**src/csg_defs.svh**
```systemverilog
// Purpose: Constants for the chip security gating block.
// Assumes: Included by bare name after the package.
// Notes:   Offsets are AXI4-Lite byte addresses.
`ifndef CSG_DEFS_SVH
`define CSG_DEFS_SVH

// Field positions inside the flash security byte.
`define CSG_SEC_LSB      0
`define CSG_SEC_MSB      1
`define CSG_FACT_LSB     2
`define CSG_FACT_MSB     3
`define CSG_MERA_LSB     4
`define CSG_MERA_MSB     5
`define CSG_KEY_LSB      6
`define CSG_KEY_MSB      7

// Field encodings.
`define CSG_SEC_UNSECURE 2'h2
`define CSG_MERA_DISABLE 2'h2
`define CSG_KEY_ENABLE   2'h2
`define CSG_FACT_GRANT0  2'h0
`define CSG_FACT_GRANT1  2'h3

// External bus level encodings.
`define CSG_EBL_BLOCK    2'h0
`define CSG_EBL_DATA     2'h1
`define CSG_EBL_ALL      2'h2
`define CSG_EBL_RESET    2'h0

// Security byte held before the flash delivers it.
`define CSG_FLASH_SECURITY_BYTE_RESET   8'hff

// Register byte offsets.
`define CSG_OFS_CTRL     4'h0
`define CSG_OFS_STATUS   4'h4
`define CSG_OFS_FLASH_SECURITY_BYTE     4'h8

// AXI response codes.
`define CSG_RESP_OKAY    2'h0
`define CSG_RESP_SLVERR  2'h2
`define CSG_RESP_DECERR  2'h3

`endif

```
**src/csg_pkg.sv**
```systemverilog
// Purpose: Types for the chip security gating block.
// Assumes: Nothing beyond the defs header.
// Notes:   States are one-hot.
package csg_pkg;

  // Decoded view of the security byte.
  typedef struct packed {
    logic secure;
    logic mass_erase_en;
    logic factory_grant;
    logic backdoor_en;
  } csg_dec_s;

  // Gate life cycle.
  typedef enum logic [2:0] {
    CSG_ST_LOAD  = 3'b001,
    CSG_ST_RUN   = 3'b010,
    CSG_ST_ERASE = 3'b100
  } csg_state_e;

  typedef logic [7:0] csg_byte_t;

endpackage

```
**src/csg_decode.sv**
```systemverilog
// Purpose: Decodes the flash security byte into access permissions.
// Assumes: Purely combinational, same clock as its user.
// Notes:   One code per field opens or closes a feature, except factory access, which two codes grant.
`timescale 1ns/1ns
`default_nettype none
`include "csg_defs.svh"

module csg_decode
(
  input  wire csg_pkg::csg_byte_t flash_security_byte,
  output var  csg_pkg::csg_dec_s  dec
);
  import csg_pkg::*;

  logic [1:0] security_field;
  logic [1:0] factory_access_field;
  logic [1:0] mass_erase_field;
  logic [1:0] backdoor_key_field;

  ////////////////////////////////////////////////////////////////
  // Field split.
  assign security_field       = flash_security_byte[`CSG_SEC_MSB:`CSG_SEC_LSB];
  assign factory_access_field = flash_security_byte[`CSG_FACT_MSB:`CSG_FACT_LSB];
  assign mass_erase_field     = flash_security_byte[`CSG_MERA_MSB:`CSG_MERA_LSB];
  assign backdoor_key_field   = flash_security_byte[`CSG_KEY_MSB:`CSG_KEY_LSB];

  ////////////////////////////////////////////////////////////////
  // Any code but the shipping code keeps the part secure, so a
  // corrupted byte fails closed.
  always_comb
  begin
    dec.secure        = (security_field != `CSG_SEC_UNSECURE);
    // Unsecure parts erase freely; the field only counts when secure.
    dec.mass_erase_en = !dec.secure ||
                        (mass_erase_field != `CSG_MERA_DISABLE);
    dec.factory_grant = !dec.secure ||
                        (factory_access_field == `CSG_FACT_GRANT0) ||
                        (factory_access_field == `CSG_FACT_GRANT1);
    dec.backdoor_en   = (backdoor_key_field == `CSG_KEY_ENABLE);
  end

endmodule // csg_decode
`default_nettype wire

```
**src/csg_top.sv**
```systemverilog
// Purpose: Chip security gating with an AXI4-Lite register slave.
// Assumes: Flash, debug, serial port and bus requests share CLK_SYS,
//          except the debugger erase request, which is asynchronous.
// Notes:   Access is closed from reset until the security byte loads.
// Contract
// Mass erase is disabled only by field code 10.
// Factory visibility granted for codes 00 and 11, denied otherwise.
// Unsecure state grants factory access regardless of its field.
// Factory test must mass erase a secured, denied part first; not enforced here, the factory grant has no port.
// Security field code 10 is unsecure; all others secure.
// Successful backdoor key unlock forces reported security field to 10.
// Secure blocks debug access to internals; scan chain stays usable.
// Secure debug reaches only debug-logic registers, never memory.
// Debug status stays readable and shows the security state.
// Debugger mass erase accepted when enabled; completion unsecures.
// Serial programming boot allowed while secure if entry enabled.
// Secure serial port refuses commands except status read.
// Serial port may mass erase when the field permits.
// Secure external bus blocks all access by default.
// Bus level: block, data only, or data and opcode.
// Bus level has no effect while unsecure.
// Firmware flash commands identical in either security state.
// Every reset starts secure until the byte loads unsecure.
// Backdoor key enabled only by field code 10.
// Mass erase field ignored while unsecure.
//
// Added by the designer: the register addresses and the AXI4-Lite interface to the registers.
`timescale 1ns/1ns
`default_nettype none
`include "csg_defs.svh"

module csg_top
(
  input  wire logic               CLK_SYS,
  input  wire logic               SRST,
  // AXI4-Lite slave.
  input  wire logic [3:0]         S_AXI_AWADDR,
  input  wire logic               S_AXI_AWVALID,
  output var  logic               S_AXI_AWREADY,
  input  wire logic [31:0]        S_AXI_WDATA,
  input  wire logic [3:0]         S_AXI_WSTRB,
  input  wire logic               S_AXI_WVALID,
  output var  logic               S_AXI_WREADY,
  output var  logic [1:0]         S_AXI_BRESP,
  output var  logic               S_AXI_BVALID,
  input  wire logic               S_AXI_BREADY,
  input  wire logic [3:0]         S_AXI_ARADDR,
  input  wire logic               S_AXI_ARVALID,
  output var  logic               S_AXI_ARREADY,
  output var  logic [31:0]        S_AXI_RDATA,
  output var  logic [1:0]         S_AXI_RRESP,
  output var  logic               S_AXI_RVALID,
  input  wire logic               S_AXI_RREADY,
  // Flash side.
  input  wire csg_pkg::csg_byte_t FLASH_SECURITY_BYTE_DATA,
  input  wire logic               FLASH_SECURITY_BYTE_VALID,
  input  wire logic               BACKDOOR_OK,
  output var  logic               ERASE_START,
  input  wire logic               ERASE_DONE,
  output var  logic               FW_CMD_ALLOW,
  // Debug port.
  input  wire logic               DBG_ERASE_REQ,
  input  wire logic               DBG_REQ,
  input  wire logic               DBG_IS_DBG_REG,
  output var  logic               DBG_GRANT,
  output var  logic               JTAG_SCAN_EN,
  output var  logic [7:0]         DBG_STATUS,
  // Serial programming port.
  input  wire logic               SPP_ENTRY_EN,
  output var  logic               SPP_BOOT_ALLOW,
  input  wire logic               SPP_CMD_VALID,
  input  wire logic               SPP_CMD_STATUS,
  input  wire logic               SPP_CMD_ERASE,
  output var  logic               SPP_CMD_ACCEPT,
  output var  logic               SPP_SECURE,
  // External bus.
  input  wire logic               EB_REQ,
  input  wire logic               EB_OPCODE,
  output var  logic               EB_ALLOW,
  output var  logic               SECURE
);
  import csg_pkg::*;

  csg_state_e state_r;
  csg_state_e state_nxt;
  csg_byte_t  flash_security_byte_r;
  csg_dec_s   dec;
  logic       secure;
  logic [1:0] ebus_level_r;
  logic       dbg_meta_r;
  logic       dbg_sync_r;
  logic       dbg_erase_req;
  logic       spp_erase_req;
  logic       erase_req;
  logic       erase_start_r;
  logic       dbg_grant_r;
  logic       spp_accept_r;
  logic       eb_allow_r;
  logic [7:0] dbg_status_r;
  // Bus slave state.
  logic       aw_got_r;
  logic       w_got_r;
  logic [3:0] waddr_r;
  logic [31:0] wdata_r;
  logic [3:0] wstrb_r;
  logic       bvalid_r;
  logic [1:0] bresp_r;
  logic       rvalid_r;
  logic [1:0] rresp_r;
  logic [31:0] rdata_r;
  logic       do_write;

  ////////////////////////////////////////////////////////////////
  // Decode of the current security byte.
  csg_decode u_decode
  (
    .flash_security_byte (flash_security_byte_r),
    .dec                 (dec)
  );

  // Until the byte is loaded the decode result is not trusted.
  assign secure = (state_r == CSG_ST_LOAD) || dec.secure;

  ////////////////////////////////////////////////////////////////
  // The debugger erase request arrives from another clock domain.
  always_ff @(posedge CLK_SYS)
  begin
    if (SRST)
    begin
      dbg_meta_r <= 1'b0;
      dbg_sync_r <= 1'b0;
    end
    else
    begin
      dbg_meta_r <= DBG_ERASE_REQ;
      dbg_sync_r <= dbg_meta_r;
    end
  end

  // Erase is honoured only when the byte allows it.
  assign dbg_erase_req = dbg_sync_r && dec.mass_erase_en;
  assign spp_erase_req = SPP_CMD_VALID && SPP_CMD_ERASE &&
                         SPP_ENTRY_EN && dec.mass_erase_en;
  assign erase_req     = dbg_erase_req || spp_erase_req;

  ////////////////////////////////////////////////////////////////
  // Life cycle: load the byte, run, and erase on request.
  always_comb
  begin
    state_nxt = state_r;
    unique case (state_r)
      CSG_ST_LOAD:
      begin
        if (FLASH_SECURITY_BYTE_VALID)
          state_nxt = CSG_ST_RUN;
      end
      CSG_ST_RUN:
      begin
        if (erase_req)
          state_nxt = CSG_ST_ERASE;
      end
      CSG_ST_ERASE:
      begin
        if (ERASE_DONE)
          state_nxt = CSG_ST_RUN;
      end
      default:
      begin
        state_nxt = CSG_ST_LOAD;
      end
    endcase
  end

  always_ff @(posedge CLK_SYS)
  begin
    if (SRST)
      state_r <= CSG_ST_LOAD;
    else
      state_r <= state_nxt;
  end

  // One pulse to the flash as the erase begins.
  always_ff @(posedge CLK_SYS)
  begin
    if (SRST)
      erase_start_r <= 1'b0;
    else
      erase_start_r <= (state_r == CSG_ST_RUN) && erase_req;
  end

  ////////////////////////////////////////////////////////////////
  // Security byte: loaded from flash, then overridden by unlocks.
  always_ff @(posedge CLK_SYS)
  begin
    if (SRST)
      flash_security_byte_r <= `CSG_FLASH_SECURITY_BYTE_RESET;
    else if ((state_r == CSG_ST_LOAD) && FLASH_SECURITY_BYTE_VALID)
      flash_security_byte_r <= FLASH_SECURITY_BYTE_DATA;
    else if ((state_r == CSG_ST_ERASE) && ERASE_DONE)
      flash_security_byte_r[`CSG_SEC_MSB:`CSG_SEC_LSB] <= `CSG_SEC_UNSECURE;
    else if ((state_r == CSG_ST_RUN) && BACKDOOR_OK && dec.backdoor_en)
      flash_security_byte_r[`CSG_SEC_MSB:`CSG_SEC_LSB] <= `CSG_SEC_UNSECURE;
  end

  ////////////////////////////////////////////////////////////////
  // Debug grant is registered so that it aligns with the status.
  always_ff @(posedge CLK_SYS)
  begin
    if (SRST)
    begin
      dbg_grant_r  <= 1'b0;
      dbg_status_r <= 8'h00;
    end
    else
    begin
      dbg_grant_r  <= DBG_REQ && (!secure || DBG_IS_DBG_REG);
      // Status lives in the debug logic, so it is never gated.
      dbg_status_r <= {3'h0, (state_r == CSG_ST_ERASE), dec.backdoor_en,
                       dec.mass_erase_en, (state_r != CSG_ST_LOAD),
                       secure};
    end
  end

  // Scan chains are independent of the security state.
  assign JTAG_SCAN_EN = 1'b1;

  ////////////////////////////////////////////////////////////////
  // Serial port, with entry enabled: status reads always pass, other commands need
  // an unsecure part; erase passes in the run state when the byte allows it.
  always_ff @(posedge CLK_SYS)
  begin
    if (SRST)
      spp_accept_r <= 1'b0;
    else
      spp_accept_r <= SPP_CMD_VALID && SPP_ENTRY_EN &&
                      (SPP_CMD_STATUS || !secure ||
                       (SPP_CMD_ERASE && dec.mass_erase_en &&
                        (state_r == CSG_ST_RUN)));
  end

  // Boot into the port depends on its own entry enable and on the byte having loaded.
  assign SPP_BOOT_ALLOW = SPP_ENTRY_EN && (state_r != CSG_ST_LOAD);
  assign SPP_SECURE     = secure;

  ////////////////////////////////////////////////////////////////
  // External bus: the level counts only while secure. Reserved
  // code 11 falls back to blocking, the safe side.
  always_ff @(posedge CLK_SYS)
  begin
    if (SRST)
      eb_allow_r <= 1'b0;
    else if (!secure)
      eb_allow_r <= EB_REQ;
    else
      eb_allow_r <= EB_REQ &&
                    (((ebus_level_r == `CSG_EBL_DATA) && !EB_OPCODE) ||
                     (ebus_level_r == `CSG_EBL_ALL));
  end

  // Internal firmware keeps its flash commands in either state.
  assign FW_CMD_ALLOW = 1'b1;

  ////////////////////////////////////////////////////////////////
  // AXI4-Lite write path: address and data taken in either order.
  assign do_write = aw_got_r && w_got_r && !bvalid_r;

  always_ff @(posedge CLK_SYS)
  begin
    if (SRST)
    begin
      aw_got_r <= 1'b0;
      w_got_r  <= 1'b0;
      waddr_r  <= 4'h0;
      wdata_r  <= 32'h0;
      wstrb_r  <= 4'h0;
    end
    else
    begin
      if (S_AXI_AWVALID && S_AXI_AWREADY)
      begin
        aw_got_r <= 1'b1;
        waddr_r  <= S_AXI_AWADDR;
      end
      else if (do_write)
        aw_got_r <= 1'b0;
      if (S_AXI_WVALID && S_AXI_WREADY)
      begin
        w_got_r <= 1'b1;
        wdata_r <= S_AXI_WDATA;
        wstrb_r <= S_AXI_WSTRB;
      end
      else if (do_write)
        w_got_r <= 1'b0;
    end
  end

  // Write response; only the control register is writable.
  always_ff @(posedge CLK_SYS)
  begin
    if (SRST)
    begin
      bvalid_r <= 1'b0;
      bresp_r  <= `CSG_RESP_OKAY;
    end
    else if (do_write)
    begin
      bvalid_r <= 1'b1;
      if (waddr_r[3:2] == `CSG_OFS_CTRL >> 2)
        bresp_r <= `CSG_RESP_OKAY;
      else if ((waddr_r[3:2] == `CSG_OFS_STATUS >> 2) ||
               (waddr_r[3:2] == `CSG_OFS_FLASH_SECURITY_BYTE >> 2))
        bresp_r <= `CSG_RESP_SLVERR;
      else
        bresp_r <= `CSG_RESP_DECERR;
    end
    else if (S_AXI_BREADY)
      bvalid_r <= 1'b0;
  end

  // Control register: external bus level in the low byte lane.
  always_ff @(posedge CLK_SYS)
  begin
    if (SRST)
      ebus_level_r <= `CSG_EBL_RESET;
    else if (do_write && wstrb_r[0] &&
             (waddr_r[3:2] == `CSG_OFS_CTRL >> 2))
      ebus_level_r <= wdata_r[1:0];
  end

  ////////////////////////////////////////////////////////////////
  // AXI4-Lite read path; one read in flight at a time.
  always_ff @(posedge CLK_SYS)
  begin
    if (SRST)
    begin
      rvalid_r <= 1'b0;
      rresp_r  <= `CSG_RESP_OKAY;
      rdata_r  <= 32'h0;
    end
    else if (S_AXI_ARVALID && S_AXI_ARREADY)
    begin
      rvalid_r <= 1'b1;
      rresp_r  <= `CSG_RESP_OKAY;
      if (S_AXI_ARADDR[3:2] == `CSG_OFS_CTRL >> 2)
        rdata_r <= {30'h0, ebus_level_r};
      else if (S_AXI_ARADDR[3:2] == `CSG_OFS_STATUS >> 2)
        rdata_r <= {24'h0, dbg_status_r};
      else if (S_AXI_ARADDR[3:2] == `CSG_OFS_FLASH_SECURITY_BYTE >> 2)
        rdata_r <= {24'h0, flash_security_byte_r};
      else
      begin
        rdata_r <= 32'h0;
        rresp_r <= `CSG_RESP_DECERR;
      end
    end
    else if (S_AXI_RREADY)
      rvalid_r <= 1'b0;
  end

  ////////////////////////////////////////////////////////////////
  // Port drive.
  assign S_AXI_AWREADY  = !aw_got_r && !bvalid_r;
  assign S_AXI_WREADY   = !w_got_r && !bvalid_r;
  assign S_AXI_BVALID   = bvalid_r;
  assign S_AXI_BRESP    = bresp_r;
  assign S_AXI_ARREADY  = !rvalid_r;
  assign S_AXI_RVALID   = rvalid_r;
  assign S_AXI_RRESP    = rresp_r;
  assign S_AXI_RDATA    = rdata_r;
  assign ERASE_START    = erase_start_r;
  assign DBG_GRANT      = dbg_grant_r;
  assign DBG_STATUS     = dbg_status_r;
  assign SPP_CMD_ACCEPT = spp_accept_r;
  assign EB_ALLOW       = eb_allow_r;
  // Factory test flow sees only SECURE; the decoded factory grant has no port,
  // so nothing here makes a denied, secured part be erased before it is examined.
  assign SECURE         = secure;

endmodule // csg_top
`default_nettype wire

```
**config.mk**
```make
export PLATFORM = sky130hd
export DESIGN_NAME = csg_top
export DESIGN_NICKNAME = d
export VERILOG_FILES = /design/src/csg_pkg.sv /design/src/csg_decode.sv /design/src/csg_top.sv
export VERILOG_INCLUDE_DIRS = /design/src /design/src/src
export SDC_FILE = /design/constraint.sdc
export NUM_CORES = 1
export LEC_CHECK = 0
export ABC_AREA = 1
export BUFFER_PORTS_ARGS = -buffer_cell sky130_fd_sc_hd__buf_2
export CAP_MARGIN = 30
export CORE_MARGIN = 4
export CORE_UTILIZATION = 38
export DETAILED_ROUTE_END_ITERATION = 8
export HOLD_SLACK_MARGIN = 0.05
export PLACE_DENSITY_LB_ADDON = 0.25
export SLEW_MARGIN = 20
export SYNTH_ARGS = -nofsm -noshare
export SYNTH_HDL_FRONTEND = slang
export SYNTH_SLANG_ARGS = --single-unit
```
**constraint.sdc**
```tcl
create_clock -name CLK_SYS -period 1 [get_ports CLK_SYS]
set_input_delay 0.05 -clock CLK_SYS [delete_from_list [all_inputs] [get_ports CLK_SYS]]
set_output_delay 0.05 -clock CLK_SYS [all_outputs]
set_load 0.03 [all_outputs]
```
# --- Word-level counts from Yosys, hierarchy flattened ---
# Index checks and enable logic that the tools add are counted.
op_classes:
  eq_ne: 16
  mux: 23
  reduce_logical: 49
op_table:
  columns: ["cell", "n"]
  rows:
  - ["logical AND 1 bit", 26]
  - ["2-to-1 mux 8 bit", 3]
  - ["2-to-1 mux 2 bit", 7]
  - ["inequality test 2 bit (second input constant)", 5]
  - ["2-to-1 mux 1 bit", 9]
  - ["2-to-1 mux 3 bit", 3]
  - ["one-hot mux 3 bit (3 select lines)", 1]
  - ["== test 2 bit (second input constant)", 4]
  - ["logical OR 1 bit", 8]
  - ["nonzero test 2 bit", 4]
  - ["zero test 1 bit", 7]
  - ["== test 2 x 1 -> 1 bit (second input constant)", 3]
  - ["zero test 2 bit", 2]
  - ["== test 3 x 1 -> 1 bit (second input constant)", 1]
  - ["== test 3 x 2 -> 1 bit (second input constant)", 1]
  - ["== test 3 bit (second input constant)", 1]
  - ["inequality test 3 x 1 -> 1 bit (second input constant)", 1]
  - ["AND reduction 3 bit", 1]
  - ["nonzero test 3 bit", 1]
totals:
  regBits: 74
  inputBits: 71
  output_inout_bits: 58
  elab_cells: 110

# --- Logic depth before layout (Yosys ltp) ---
# Gate-level depths: netlist of run 1.
depth:
  word_depth: 7
  ltp_mapped: 7
  mapped_depth_nobuf: 7

# --- Cells and area by module ---
# Synthesis of run 1 repeated with hierarchy kept, for this count alone.
unflattened:
  cells_unflattened: 272
  area_unflattened_um2: 2010.7
modules_own_cells:
  columns: ["module", "instances", "cells_each", "area_each_um2", "seq_area_each_um2"]
  rows:
  - ["csg_top", 1, 261, 1964.4, 880.8]
  - ["csg_decode", 1, 11, 46.3, 0.0]

# --- Worst setup path before layout of run 1 ---
# Ideal clock, no wire load.
synth_path:
  path_kind: "register -> register"
  start: "reg bvalid_r (netlist: S_AXI_BVALID)"
  end: "reg waddr_r[2]"
  setup_ns: 0.120
  t_arrival_ns: 1.322
  required_ns: 0.880
  slack_ns: -0.442
  path_stages_with_launch: 5
  path_buffers: 0
  period_less_slack_ns: 1.442
  path_cell_list: "dfxtp_1 -> nor2_1 -> nand2_1 -> o21ai_0 -> a21oi_1"
synth_between:
  elab_chain_cells: 3
synth_rtl:
  columns: ["element", "line", "source"]
  rows:
  - ["start: declaration", "csg_top.sv:106", "logic bvalid_r;"]
  - ["start signal: assignment", "csg_top.sv:302", "bvalid_r <= 1'b0;"]
  - ["start signal: assignment", "csg_top.sv:307", "bvalid_r <= 1'b1;"]
  - ["start signal: assignment", "csg_top.sv:317", "bvalid_r <= 1'b0;"]
  - ["zero test 1 bit", "csg_top.sv:362", "assign S_AXI_AWREADY = !aw_got_r && !bvalid_r;"]
  - ["logical AND 1 bit", "csg_top.sv:362", null]
  - ["named net S_AXI_AWREADY", "csg_top.sv:39", "output var logic S_AXI_AWREADY,"]
  - ["logical AND 1 bit", "csg_top.sv:279", "if (S_AXI_AWVALID && S_AXI_AWREADY)"]
  - ["end signal: assignment", "csg_top.sv:273", "waddr_r <= 4'h0;"]
  - ["end signal: assignment", "csg_top.sv:282", "waddr_r <= S_AXI_AWADDR;"]
  - ["end: declaration", "csg_top.sv:103", "logic [3:0] waddr_r;"]
# The timed path passes the listed nets, and every way through them passes these cells.
# A chain may end at the register's enable or synchronous reset.

# --- Worst setup path after layout of run 1 ---
layout_path:
  start: "reg state_r[2]"
  end: "out SPP_BOOT_ALLOW"
layout_between:
  elab_chain_cells: 2
layout_rtl:
  columns: ["element", "line", "source"]
  rows:
  - ["start: declaration", "csg_top.sv:84", "csg_state_e state_r;"]
  - ["start signal: assignment", "csg_top.sv:179", "state_r <= state_nxt;"]
  - ["inequality test 3 x 1 -> 1 bit", "csg_top.sv:242", "assign SPP_BOOT_ALLOW = SPP_ENTRY_EN && (state_r != CSG_ST_LOAD);"]
  - ["logical AND 1 bit", "csg_top.sv:242", null]
  - ["end: declaration", "csg_top.sv:70", "output var logic SPP_BOOT_ALLOW,"]
# No other way between the ends.

==> out/qor.csv, run 1 <==
stage,metric,value,unit
logic_synthesis,main area contributors after synthesis,"dfxtp_1 (45%), buf_4 (12%), nand2_1 (7.4%), nor2_1 (6.8%), nand3_1 (5.1%)",
run_status,status,"complete, but fails checks",
power,sw frac,0.322,
setup_path,path type of the worst setup path,reg2out,
final_layout,Area Overhead vs Synth,52.9,%
floorplanning,Ports,129,
global_route,antenna violations before repair,0,
clock_tree,CTS clock-pin slew for the worst setup and hold paths,80,ps
setup_path,Setup crit end kind,primary output,
flow_run,max_cap viols,0,
clock_tree,clock buffer depth,2,
logic_synthesis,Seq cells post-synth,44,
logic_synthesis,top cell type by total area after synthesis,dfxtp_1,
route,Antenna Nets Post-Route,0,
setup_path,"Max FO, Critical Path",3,
route,Vias,1897,
setup_path,critical path data arrival time,1150,ps
sta,Setup WS post-layout,-196,ps
floorplanning,Core Rows,25,
clock_tree,clk_lat worst skew,290,ps
sta,Post-Route Setup TNS,-1920,ps
sta,RSZ-0062 raised after global routing,true,
route,DRC viols,0,
floorplanning,die area,6420,µm²
power,Flop pwr share,0.469,
clock_tree,clock sink count,44,
worst_hold_path,Hold Crit Class,in2reg,
logic_synthesis,"Seq/Total Area, Yosys",0.445,
floorplanning,Die Y,80.2,µm
power,pwr dens,1390,nW/µm²
clock_tree,CTS tree,yes,
power,maximum vdd drop,0.810,mV
logic_synthesis,top post-synthesis cells by count,"dfxtp_1 (44), nand2_1 (39), nor2_1 (36), buf_4 (31), inv_1 (22)",
clock_tree,TritonCTS Buffers,5,
power,Clk pwr share,0.244,
logic_synthesis,top-area cell type share of the netlist area,0.445,
global_route,total global-route track usage,0.154,
route,initial drt markers,67,
placement,placed insts,396,
final_layout,fin cells,440,
sta,max-slew violations,0,
sta,fmax,836,MHz
floorplanning,Core Box Area,4880,µm²
logic_synthesis,syn_area_per_cell,7.64,µm²
global_route,grt ovf,0,
final_layout,# nets final,443,
logic_synthesis,Netlist cell types,32,
logic_synthesis,YS warnings,0,
sta,post-layout min period,1200,ps
floorplanning,die width,80.2,µm
logic_synthesis,number of synthesized flops with an enable pin,0,
sta,final setup violating endpoints,20,
placement,PortBufs,62,
worst_hold_path,hold wc startpoint,FLASH_SECURITY_BYTE_DATA[1],
logic_synthesis,async set-reset flop share out of synthesis,0,
logic_synthesis,synthesized netlist cell count,259,
global_route,vias in the first global route,1752,
route,Vias per Instance,4.31,
sta,Final Hold Viols,0,
run_status,failing checks,setup timing,
setup_path,r2r startpoint,state_r[1],
placement,routability cong.,0.813,
sta,Tcrit/Tclk final,1.20,
logic_synthesis,"count leader, synth",dfxtp_1,
floorplanning,Initial Utilization,0.405,
setup_path,Critical Path Start Type,register,
global_route,first-pass GRT wire length,7660,µm
power,Leak,1.46,nW
global_route,pin count of the biggest net entering global routing,23,
final_layout,share of cells above drive strength 1,0.411,
route,WL per Instance,11.6,µm
final_layout,post-route core utilization,0.620,
clock_tree,Root Buffer,clkbuf_8,
power,NetSw,1.35,mW
placement,pre-CTS setup slack,-60.5,ps
sta,Hold WS,58.0,ps
clock_tree,CTS H-Tree Depth,2,
setup_path,R2R depth,5,
power,internal power,2.85,mW
route,final WL,5080,µm
sta,clk_skew,9.53,ps
logic_synthesis,mapped cell area,1980,µm²
logic_synthesis,prevailing post-synth register cell,dfxtp_1,
route,DR pass1 iterations,4,
setup_path,WP data required,950,ps
power,Comb power frac,0.287,
worst_hold_path,Hold Path Depth,5,
setup_path,crit path from,state_r[2],
placement,hpwl dp,3420,µm
## area by class of cell
class / count / area [µm²]
fillers: 452 / 1860
well taps: 67 / 83.8
flip-flops and latches: 44 / 898
clock inverters: 1 / 5.00
inverters: 29 / 134
repair inverters: 1 / 6.26
multi-input cells: 177 / 965
repair buffers: 114 / 857
diodes: 1 / 2.50
clock buffers: 6 / 72.6
## metrics by stage
step / power, mW / instance area (µm²)
2_1_floorplan: 2.72 / 2140
3_3_place_gp: 2.93 / 2420
3_5_place_dp: 2.94 / 2420
4_1_cts: 4.13 / 2860
5_1_grt: 4.42 / 3020
6_report: 4.20 / 3020
## flip-flops by register name, indices dropped and copies added (netlist names), 2 cells and up
register / cells
S_AXI_RDATA: 8
flash_security_byte_r: 8
DBG_STATUS: 5
state_r: 3
S_AXI_BRESP: 2
ebus_level_r: 2
waddr_r: 2
wdata_r: 2
## metal layers
| metal | global-route usage | vias up | routed length [µm] |
|---|---|---|---|
| li1 | - | 996 | - |
| met1 | 0.175 | 834 | 2020 |
| met2 | 0.264 | 56 | 2640 |
| met3 | 0.0392 | 11 | 304 |
| met4 | 0.0760 | 0 | 112 |
| met5 | 0 | - | 0 |
## final timing paths
kind / endpoint / slack (ps)
worst max-delay path: SPP_BOOT_ALLOW / -200
worst min-delay path: flash_security_byte_r[1] / 60
worst max register to register: state_r[0] / -110
worst min register to register: dbg_sync_r / 410
## critical path, cell delays in order, from the launching register on
cell	delay, ps
dfxtp_2	370
nor2_4	50
nand2_2	60
inv_2	60
nor2_1	130
buf_4	180
## layout by cell type, fill, tap and decap left out, types with 11 or more instances in the layout
cell type,instances
buf_2,55
buf_4,21
buf_6,11
conb_1,29
dfxtp_1,36
dlygate4sd3_1,24
inv_1,18
nand2_1,33
nand3_1,17
nor2_1,33
## kinds of logic after synthesis
kind of cell	after synthesis	synth area share
flip-flops	44	0.445
AND/OR/NAND/NOR	108	0.244
AO/OA/AOI/OAI	40	0.117
buffers and inverters	65	0.190
other	2	0.00380
## power by group through the flow
stage / registers (mW) / logic (mW) / clock network [mW]
2_1_floorplan: 2.08 / 0.640 / 0
3_3_place_gp: 2.00 / 0.934 / 0
3_5_place_dp: 2.00 / 0.941 / 0
4_1_cts: 1.96 / 1.11 / 1.07
5_1_grt: 1.98 / 1.31 / 1.12
6_report: 1.97 / 1.20 / 1.02
## repair_timing
| item | 4_1_cts | 5_1_grt |
|---|---|---|
| hold buffers | 23 | 1 |
| cloned | 1 | 0 |
| gates resized for setup | 29 | 35 |
| setup endpoints to repair | 28 | 41 |
| pin swaps | 4 | 11 |
| hold endpoints to repair | 19 | 1 |
| setup buffers | 6 | 6 |
Note: power is estimated with default switching activity, not from simulation.
==> run 2, diff against run 1 <==
SYNTH_HIERARCHICAL = 1   (was default)
==> out/qor.csv, run 2 <==
stage,metric,value,unit,change
floorplanning,Ports,129,,unchanged
final_layout,Area Overhead vs Synth,54.2,%,
floorplanning,die width,80.4,µm,+0.29%
route,initial drt markers,59,,-12%
floorplanning,Core Box Area,5110,µm²,+4.7%
logic_synthesis,mapped cell area,1990,µm²,+0.63%
clock_tree,clock buffer depth,2,,unchanged
power,Leak,1.50,nW,+2.6%
global_route,pin count of the biggest net entering global routing,19,,-17%
clock_tree,CTS H-Tree Depth,2,,unchanged
setup_path,"Max FO, Critical Path",3,,unchanged
global_route,total global-route track usage,0.158,,+0.00399
run_status,failing checks,setup timing,,
route,final WL,5090,µm,+0.24%
sta,RSZ-0062 raised after global routing,true,,
sta,Post-Route Setup TNS,-2120,ps,-203 ps
flow_run,max_cap viols,0,,unchanged
run_status,status,"complete, but fails checks",,
setup_path,Setup crit end kind,primary output,,
sta,Hold WS,58.3,ps,+0.312 ps
placement,PortBufs,62,,unchanged
floorplanning,die area,6460,µm²,+0.57%
sta,max-slew violations,0,,unchanged
placement,hpwl dp,3640,µm,+6.6%
final_layout,post-route core utilization,0.601,,-0.0188
clock_tree,clk_lat worst skew,290,ps,about the same
global_route,grt ovf,0,,unchanged
route,Antenna Nets Post-Route,0,,unchanged
global_route,antenna violations before repair,0,,unchanged
worst_hold_path,Hold Crit Class,in2reg,,
clock_tree,CTS tree,yes,,
placement,pre-CTS setup slack,-71.6,ps,-11.1 ps
route,DRC viols,0,,unchanged
clock_tree,CTS clock-pin slew for the worst setup and hold paths,80,ps,about the same
power,pwr dens,1400,nW/µm²,+0.95%
setup_path,path type of the worst setup path,reg2out,,
logic_synthesis,YS warnings,6,,+6
route,Vias per Instance,4.39,,+1.9%
logic_synthesis,syn_area_per_cell,7.46,µm²,-2.4%
power,maximum vdd drop,0.599,mV,-26%
sta,Setup WS post-layout,-176,ps,+19.4 ps
route,Vias,1960,,+3.3%
setup_path,flop2flop setup slack,-170,ps,-60 ps
clock_tree,TritonCTS Buffers,5,,unchanged
sta,final setup violating endpoints,22,,+10%
global_route,vias in the first global route,1821,,+3.9%
final_layout,share of cells above drive strength 1,0.415,,+0.00360
clock_tree,Root Buffer,clkbuf_8,,
floorplanning,Initial Utilization,0.390,,-0.0156
route,WL per Instance,11.4,µm,-1.1%
logic_synthesis,synthesized netlist cell count,267,,+3.1%
final_layout,# nets final,446,,+0.68%
setup_path,WP data required,950,ps,about the same
sta,Final Hold Viols,0,,unchanged
global_route,first-pass GRT wire length,7990,µm,+4.3%
setup_path,critical path data arrival time,1130,ps,-20 ps
sta,post-layout min period,1180,ps,-19.4 ps
route,DR pass1 iterations,4,,unchanged
final_layout,Ant. Diodes,0,,-1
sta,fmax,850,MHz,+1.7%
sta,clk_skew,4.92,ps,-4.61 ps
clock_tree,clock sink count,44,,unchanged
sta,Tcrit/Tclk final,1.18,,-0.0194
final_layout,fill count,475,,+5.1%
placement,routability cong.,0.783,,-3.7%
floorplanning,Die Y,80.4,µm,+0.29%
final_layout,most frequent cells in the layout,"buf_2 (57), nand2_1 (41), dfxtp_1 (37), conb_1 (29), nor2_1 (26)",,
setup_path,Critical Path Start Type,register,,
final_layout,most common library cell in the layout ignoring fill and taps,buf_2,,
floorplanning,Core Rows,26,,+4.0%
## run 2: cell types whose count changed in the layout (fill, tap and decap cells not counted), sizes merged, moves of 3 or more
cell | previous run | this run
nor2 | 41 | 34
dlygate4sd3 | 24 | 20
o21ai | 13 | 10
nand3 | 22 | 29
nand2 | 42 | 53
## run 2: per-layer routing
layer  track usage  wire (µm)  up-vias
li1              -          -     1005
met1         0.178       2130      900
met2         0.297       2680       51
met3        0.0325        240        4
met4        0.0405         44        0
met5             0          0        -
## run 2: report_power, final
part	switching [mW]	internal, mW
combinational	0.722	0.497
clock	0.565	0.564
sequential	0.0840	1.87
## run 2: cell type report
type | instances | area (µm²) | area share
multi-input cells | 183 | 1030 | 0.336
flip-flops and latches | 44 | 897 | 0.292
repair buffers | 111 | 831 | 0.271
inverters | 30 | 131 | 0.0428
clock buffers | 8 | 90.1 | 0.0294
well taps | 70 | 87.6 | 0.0285
## run 2: what timing repair did
item                                    CTS  global route
hold endpoints to repair                 19             0
setup buffers                            10             3
gates resized for setup                  31            30
pin swaps                                 6             9
hold buffers                             20             0
endpoints found under the setup margin   27            38
gates cloned                              1             0
## run 2: final timing paths
| check | end | from | cells past startpoint |
|---|---|---|---|
| max reg2reg | flash_security_byte_r[1] | state_r[1] | 6 |
| max | SPP_SECURE | state_r[1] | 5 |
| min reg2reg | dbg_sync_r | dbg_meta_r | 2 |
| min | flash_security_byte_r[1] | FLASH_SECURITY_BYTE_DATA[1] | 4 |
## run 2: stage by stage
stage | area, µm² | power, mW | instances
after floorplan | 2180 | 2.72 | 294
after global placement | 2440 | 2.91 | 407
after detailed placement | 2440 | 2.92 | 407
after CTS | 2940 | 4.28 | 446
after global routing | 3070 | 4.54 | 446
final | 3070 | 4.30 | 446
## run 2: worst max-delay path, stage by stage, from the launching register on
cell and delay, ps:
dfxtp_2 340, nor2_4 130, nand2_4 80, nand2_4 60, buf_6 100, buf_6 120
==> run 3, diff against run 2 <==
--- a/config.mk
+++ b/config.mk
@@ -13,6 +13,7 @@
 export CORE_UTILIZATION = 38
 export DETAILED_ROUTE_END_ITERATION = 8
+export GPL_TIMING_DRIVEN = 0
 export HOLD_SLACK_MARGIN = 0.05
-export PLACE_DENSITY_LB_ADDON = 0.25
+export PLACE_DENSITY = 0.87
 export SLEW_MARGIN = 20
 export SYNTH_ARGS = -nofsm -noshare
==> constraint.sdc (replaced) <==
create_clock -name CLK_SYS -period 1 [get_ports CLK_SYS]
set_input_delay 0.2 -clock CLK_SYS [delete_from_list [all_inputs] [get_ports CLK_SYS]]
set_output_delay 0.2 -clock CLK_SYS [all_outputs]
set_load 0.03 [all_outputs]
==> out/qor.csv, run 3 (same netlist as run 2, synthesis figures left out) <==
stage,metric,value,unit,change
sta,Tcrit/Tclk final,1.39,,+0.211
floorplanning,Die Y,80.4,µm,unchanged
placement,routability cong.,0.828,,+5.7%
route,WL per Instance,14.4,µm,+26%
route,DRC viols,0,,unchanged
sta,RSZ-0062 raised after global routing,true,,
setup_path,Worst path most repeated cell,nor2_4,,
placement,PortBufs,61,,-1.6%
setup_path,WP depth,5,,unchanged
final_layout,Area Overhead vs Synth,66.8,%,
power,overall power,4.61,mW,+7.1%
global_route,pin count of the biggest net entering global routing,15,,-4
power,Comb power frac,0.292,,+0.009
floorplanning,die width,80.4,µm,unchanged
power,Clk pwr share,0.276,,+0.014
floorplanning,Core Box Area,5110,µm²,unchanged
worst_hold_path,Hold Path Depth,3,,-1
power,pwr dens,1390,nW/µm²,-0.95%
global_route,first-pass GRT wire length,8590,µm,+7.5%
final_layout,most frequent cells in the layout,"buf_4 (42), nand2_1 (41), buf_6 (38), buf_2 (36), conb_1 (29)",,
sta,clk_skew,5.92,ps,+0.999 ps
setup_path,worst path buffer plus inverter count,2,,unchanged
power,NetSw,1.53,mW,+12%
clock_tree,CTS H-Tree Depth,2,,unchanged
sta,fmax,721,MHz,-15%
placement,hpwl dp,3870,µm,+6.3%
run_status,failing checks,setup timing,,
clock_tree,clk_lat worst skew,300,ps,about the same
sta,worst-margin pin slew,528,ps,
route,DR pass1 iterations,4,,unchanged
final_layout,# nets final,454,,+1.8%
global_route,grt ovf,0,,unchanged
sta,max-slew violations,0,,unchanged
setup_path,critical path data arrival time,1190,ps,+60 ps
flow_run,max_cap viols,0,,unchanged
final_layout,fill count,388,,-18%
sta,final setup violating endpoints,37,,+68%
clock_tree,clock buffer depth,2,,unchanged
power,Leak,1.59,nW,+6.6%
route,Vias per Instance,4.59,,+4.5%
setup_path,crit path from,state_r[1],,
final_layout,register area,933,µm²,+4.0%
sta,post-layout min period,1390,ps,+211 ps
route,Vias,2085,,+6.4%
clock_tree,CTS clock-pin slew for the worst setup and hold paths,90,ps,about the same
final_layout,most common library cell in the layout ignoring fill and taps,buf_4,,
setup_path,"Max FO, Critical Path",3,,unchanged
global_route,antenna violations before repair,0,,unchanged
setup_path,critical path's top delay family,flip-flops,,
route,Antenna Nets Post-Route,0,,unchanged
floorplanning,Initial Utilization,0.390,,unchanged
clock_tree,TritonCTS Buffers,5,,unchanged
setup_path,WP data required,800,ps,-150 ps
clock_tree,Root Buffer,clkbuf_8,,
sta,Setup WS post-layout,-387,ps,-211 ps
clock_tree,Post-CTS Hold Fix Bufs,0,,-100%
floorplanning,die area,6460,µm²,unchanged
worst_hold_path,Hold Crit Class,in2reg,,
power,maximum vdd drop,0.588,mV,-1.9%
run_status,status,"complete, but fails checks",,
worst_hold_path,hold wc startpoint,FLASH_SECURITY_BYTE_DATA[2],,
power,internal power,3.08,mW,+5.1%
global_route,vias in the first global route,1952,,+7.2%
final_layout,share of cells above drive strength 1,0.544,,+0.129
power,sw frac,0.332,,+0.0131
setup_path,CP peak stage delay,350,ps,about the same
setup_path,R2R depth,7,,+1
power,Flop pwr share,0.433,,-0.021
setup_path,path type of the worst setup path,reg2out,,
route,final WL,6540,µm,+28%
setup_path,CP Cell Sequence,nor2_4 > nand2_4 > inv_2 > nor2_4 > buf_4,,
sta,relative max-transition margin,0.648,,
global_route,total global-route track usage,0.170,,+0.0122
clock_tree,CTS tree,yes,,
final_layout,area of the multi-input gates,1080,µm²,+5.1%
clock_tree,clock sink count,44,,unchanged
route,initial drt markers,153,,+160%
placement,pre-CTS setup slack,-138,ps,-66.1 ps
setup_path,Worst path slowest cell,dfxtp_2,,
floorplanning,Ports,129,,unchanged
setup_path,Setup crit end kind,primary output,,
sta,Final Hold Viols,0,,unchanged
setup_path,r2r startpoint,state_r[1],,
setup_path,Critical Path Start Type,register,,
floorplanning,Core Rows,26,,unchanged
final_layout,Ant. Diodes,0,,unchanged
==> run 3: cell count changes in the layout (fill, tap and decap cells not counted), moves of 3 or more <==
cell,change
buf_2,-21
dlygate4sd3_1,-20
dfxtp_4,+5
dfxtp_1,-19
nand3_4,+3
dfxtp_2,+14
buf_6,+28
buf_4,+22
==> run 3: power groups by stage <==
stage	logic [mW]	clock network, mW	registers (mW)
after detailed placement	0.955	0	2.01
after global routing	1.44	1.36	2.00
after CTS	1.11	1.26	1.97
after floorplan	0.660	0	2.07
after global placement	0.936	0	2.00
final	1.34	1.27	1.99
==> run 3: final timing paths <==
check | slack (ps) | to
worst max register to register | -290 | flash_security_byte_r[1]
worst min register to register | 420 | dbg_sync_r
worst min-delay path | 90 | flash_security_byte_r[2]
worst max-delay path | -390 | SPP_BOOT_ALLOW
==> run 3: metrics by stage <==
stage / util / cells / hold slack, ps / instance area [µm²] / setup TNS [ps]
after floorplan: - / 294 / 307 / 2200 / -208
after global placement: 0.507 / 425 / 399 / 2590 / -832
after detailed placement: 0.507 / 425 / 404 / 2590 / -1600
after CTS: 0.584 / 445 / 97.2 / 2980 / -2870
after global routing: 0.650 / 454 / 99.0 / 3320 / -6770
final: 0.650 / 454 / 91.3 / 3320 / -4920
==> run 3: what timing repair did <==
action,in CTS,in global routing
pin swaps,8,13
gates resized for setup,70,71
gates cloned,0,2
endpoints found under the setup margin,42,57
setup buffers,12,7
==> run 3: metal layers <==
layer	vias to the layer above	routed length (µm)	GRT usage
li1	1020	-	-
met1	945	2430	0.187
met2	96	3380	0.294
met3	24	449	0.0460
met4	0	280	0.0929
met5	-	0	0
==> run 3: tightest hold or removal path: cells and delay by family <==
family | cells | cell delay, ps
simple gates | 2 | 90
buf+inv | 1 | 70
==> run 3: layout make-up <==
class	instances	share of cell area
Sequential cell	44	0.281
Multi-Input combinational cell	183	0.327
Inverter	30	0.0426
Buffer	37	0.0859
Tap cell	70	0.0264
Clock buffer	6	0.0283
Clock inverter	2	0.00339
Timing Repair Buffer	82	0.205
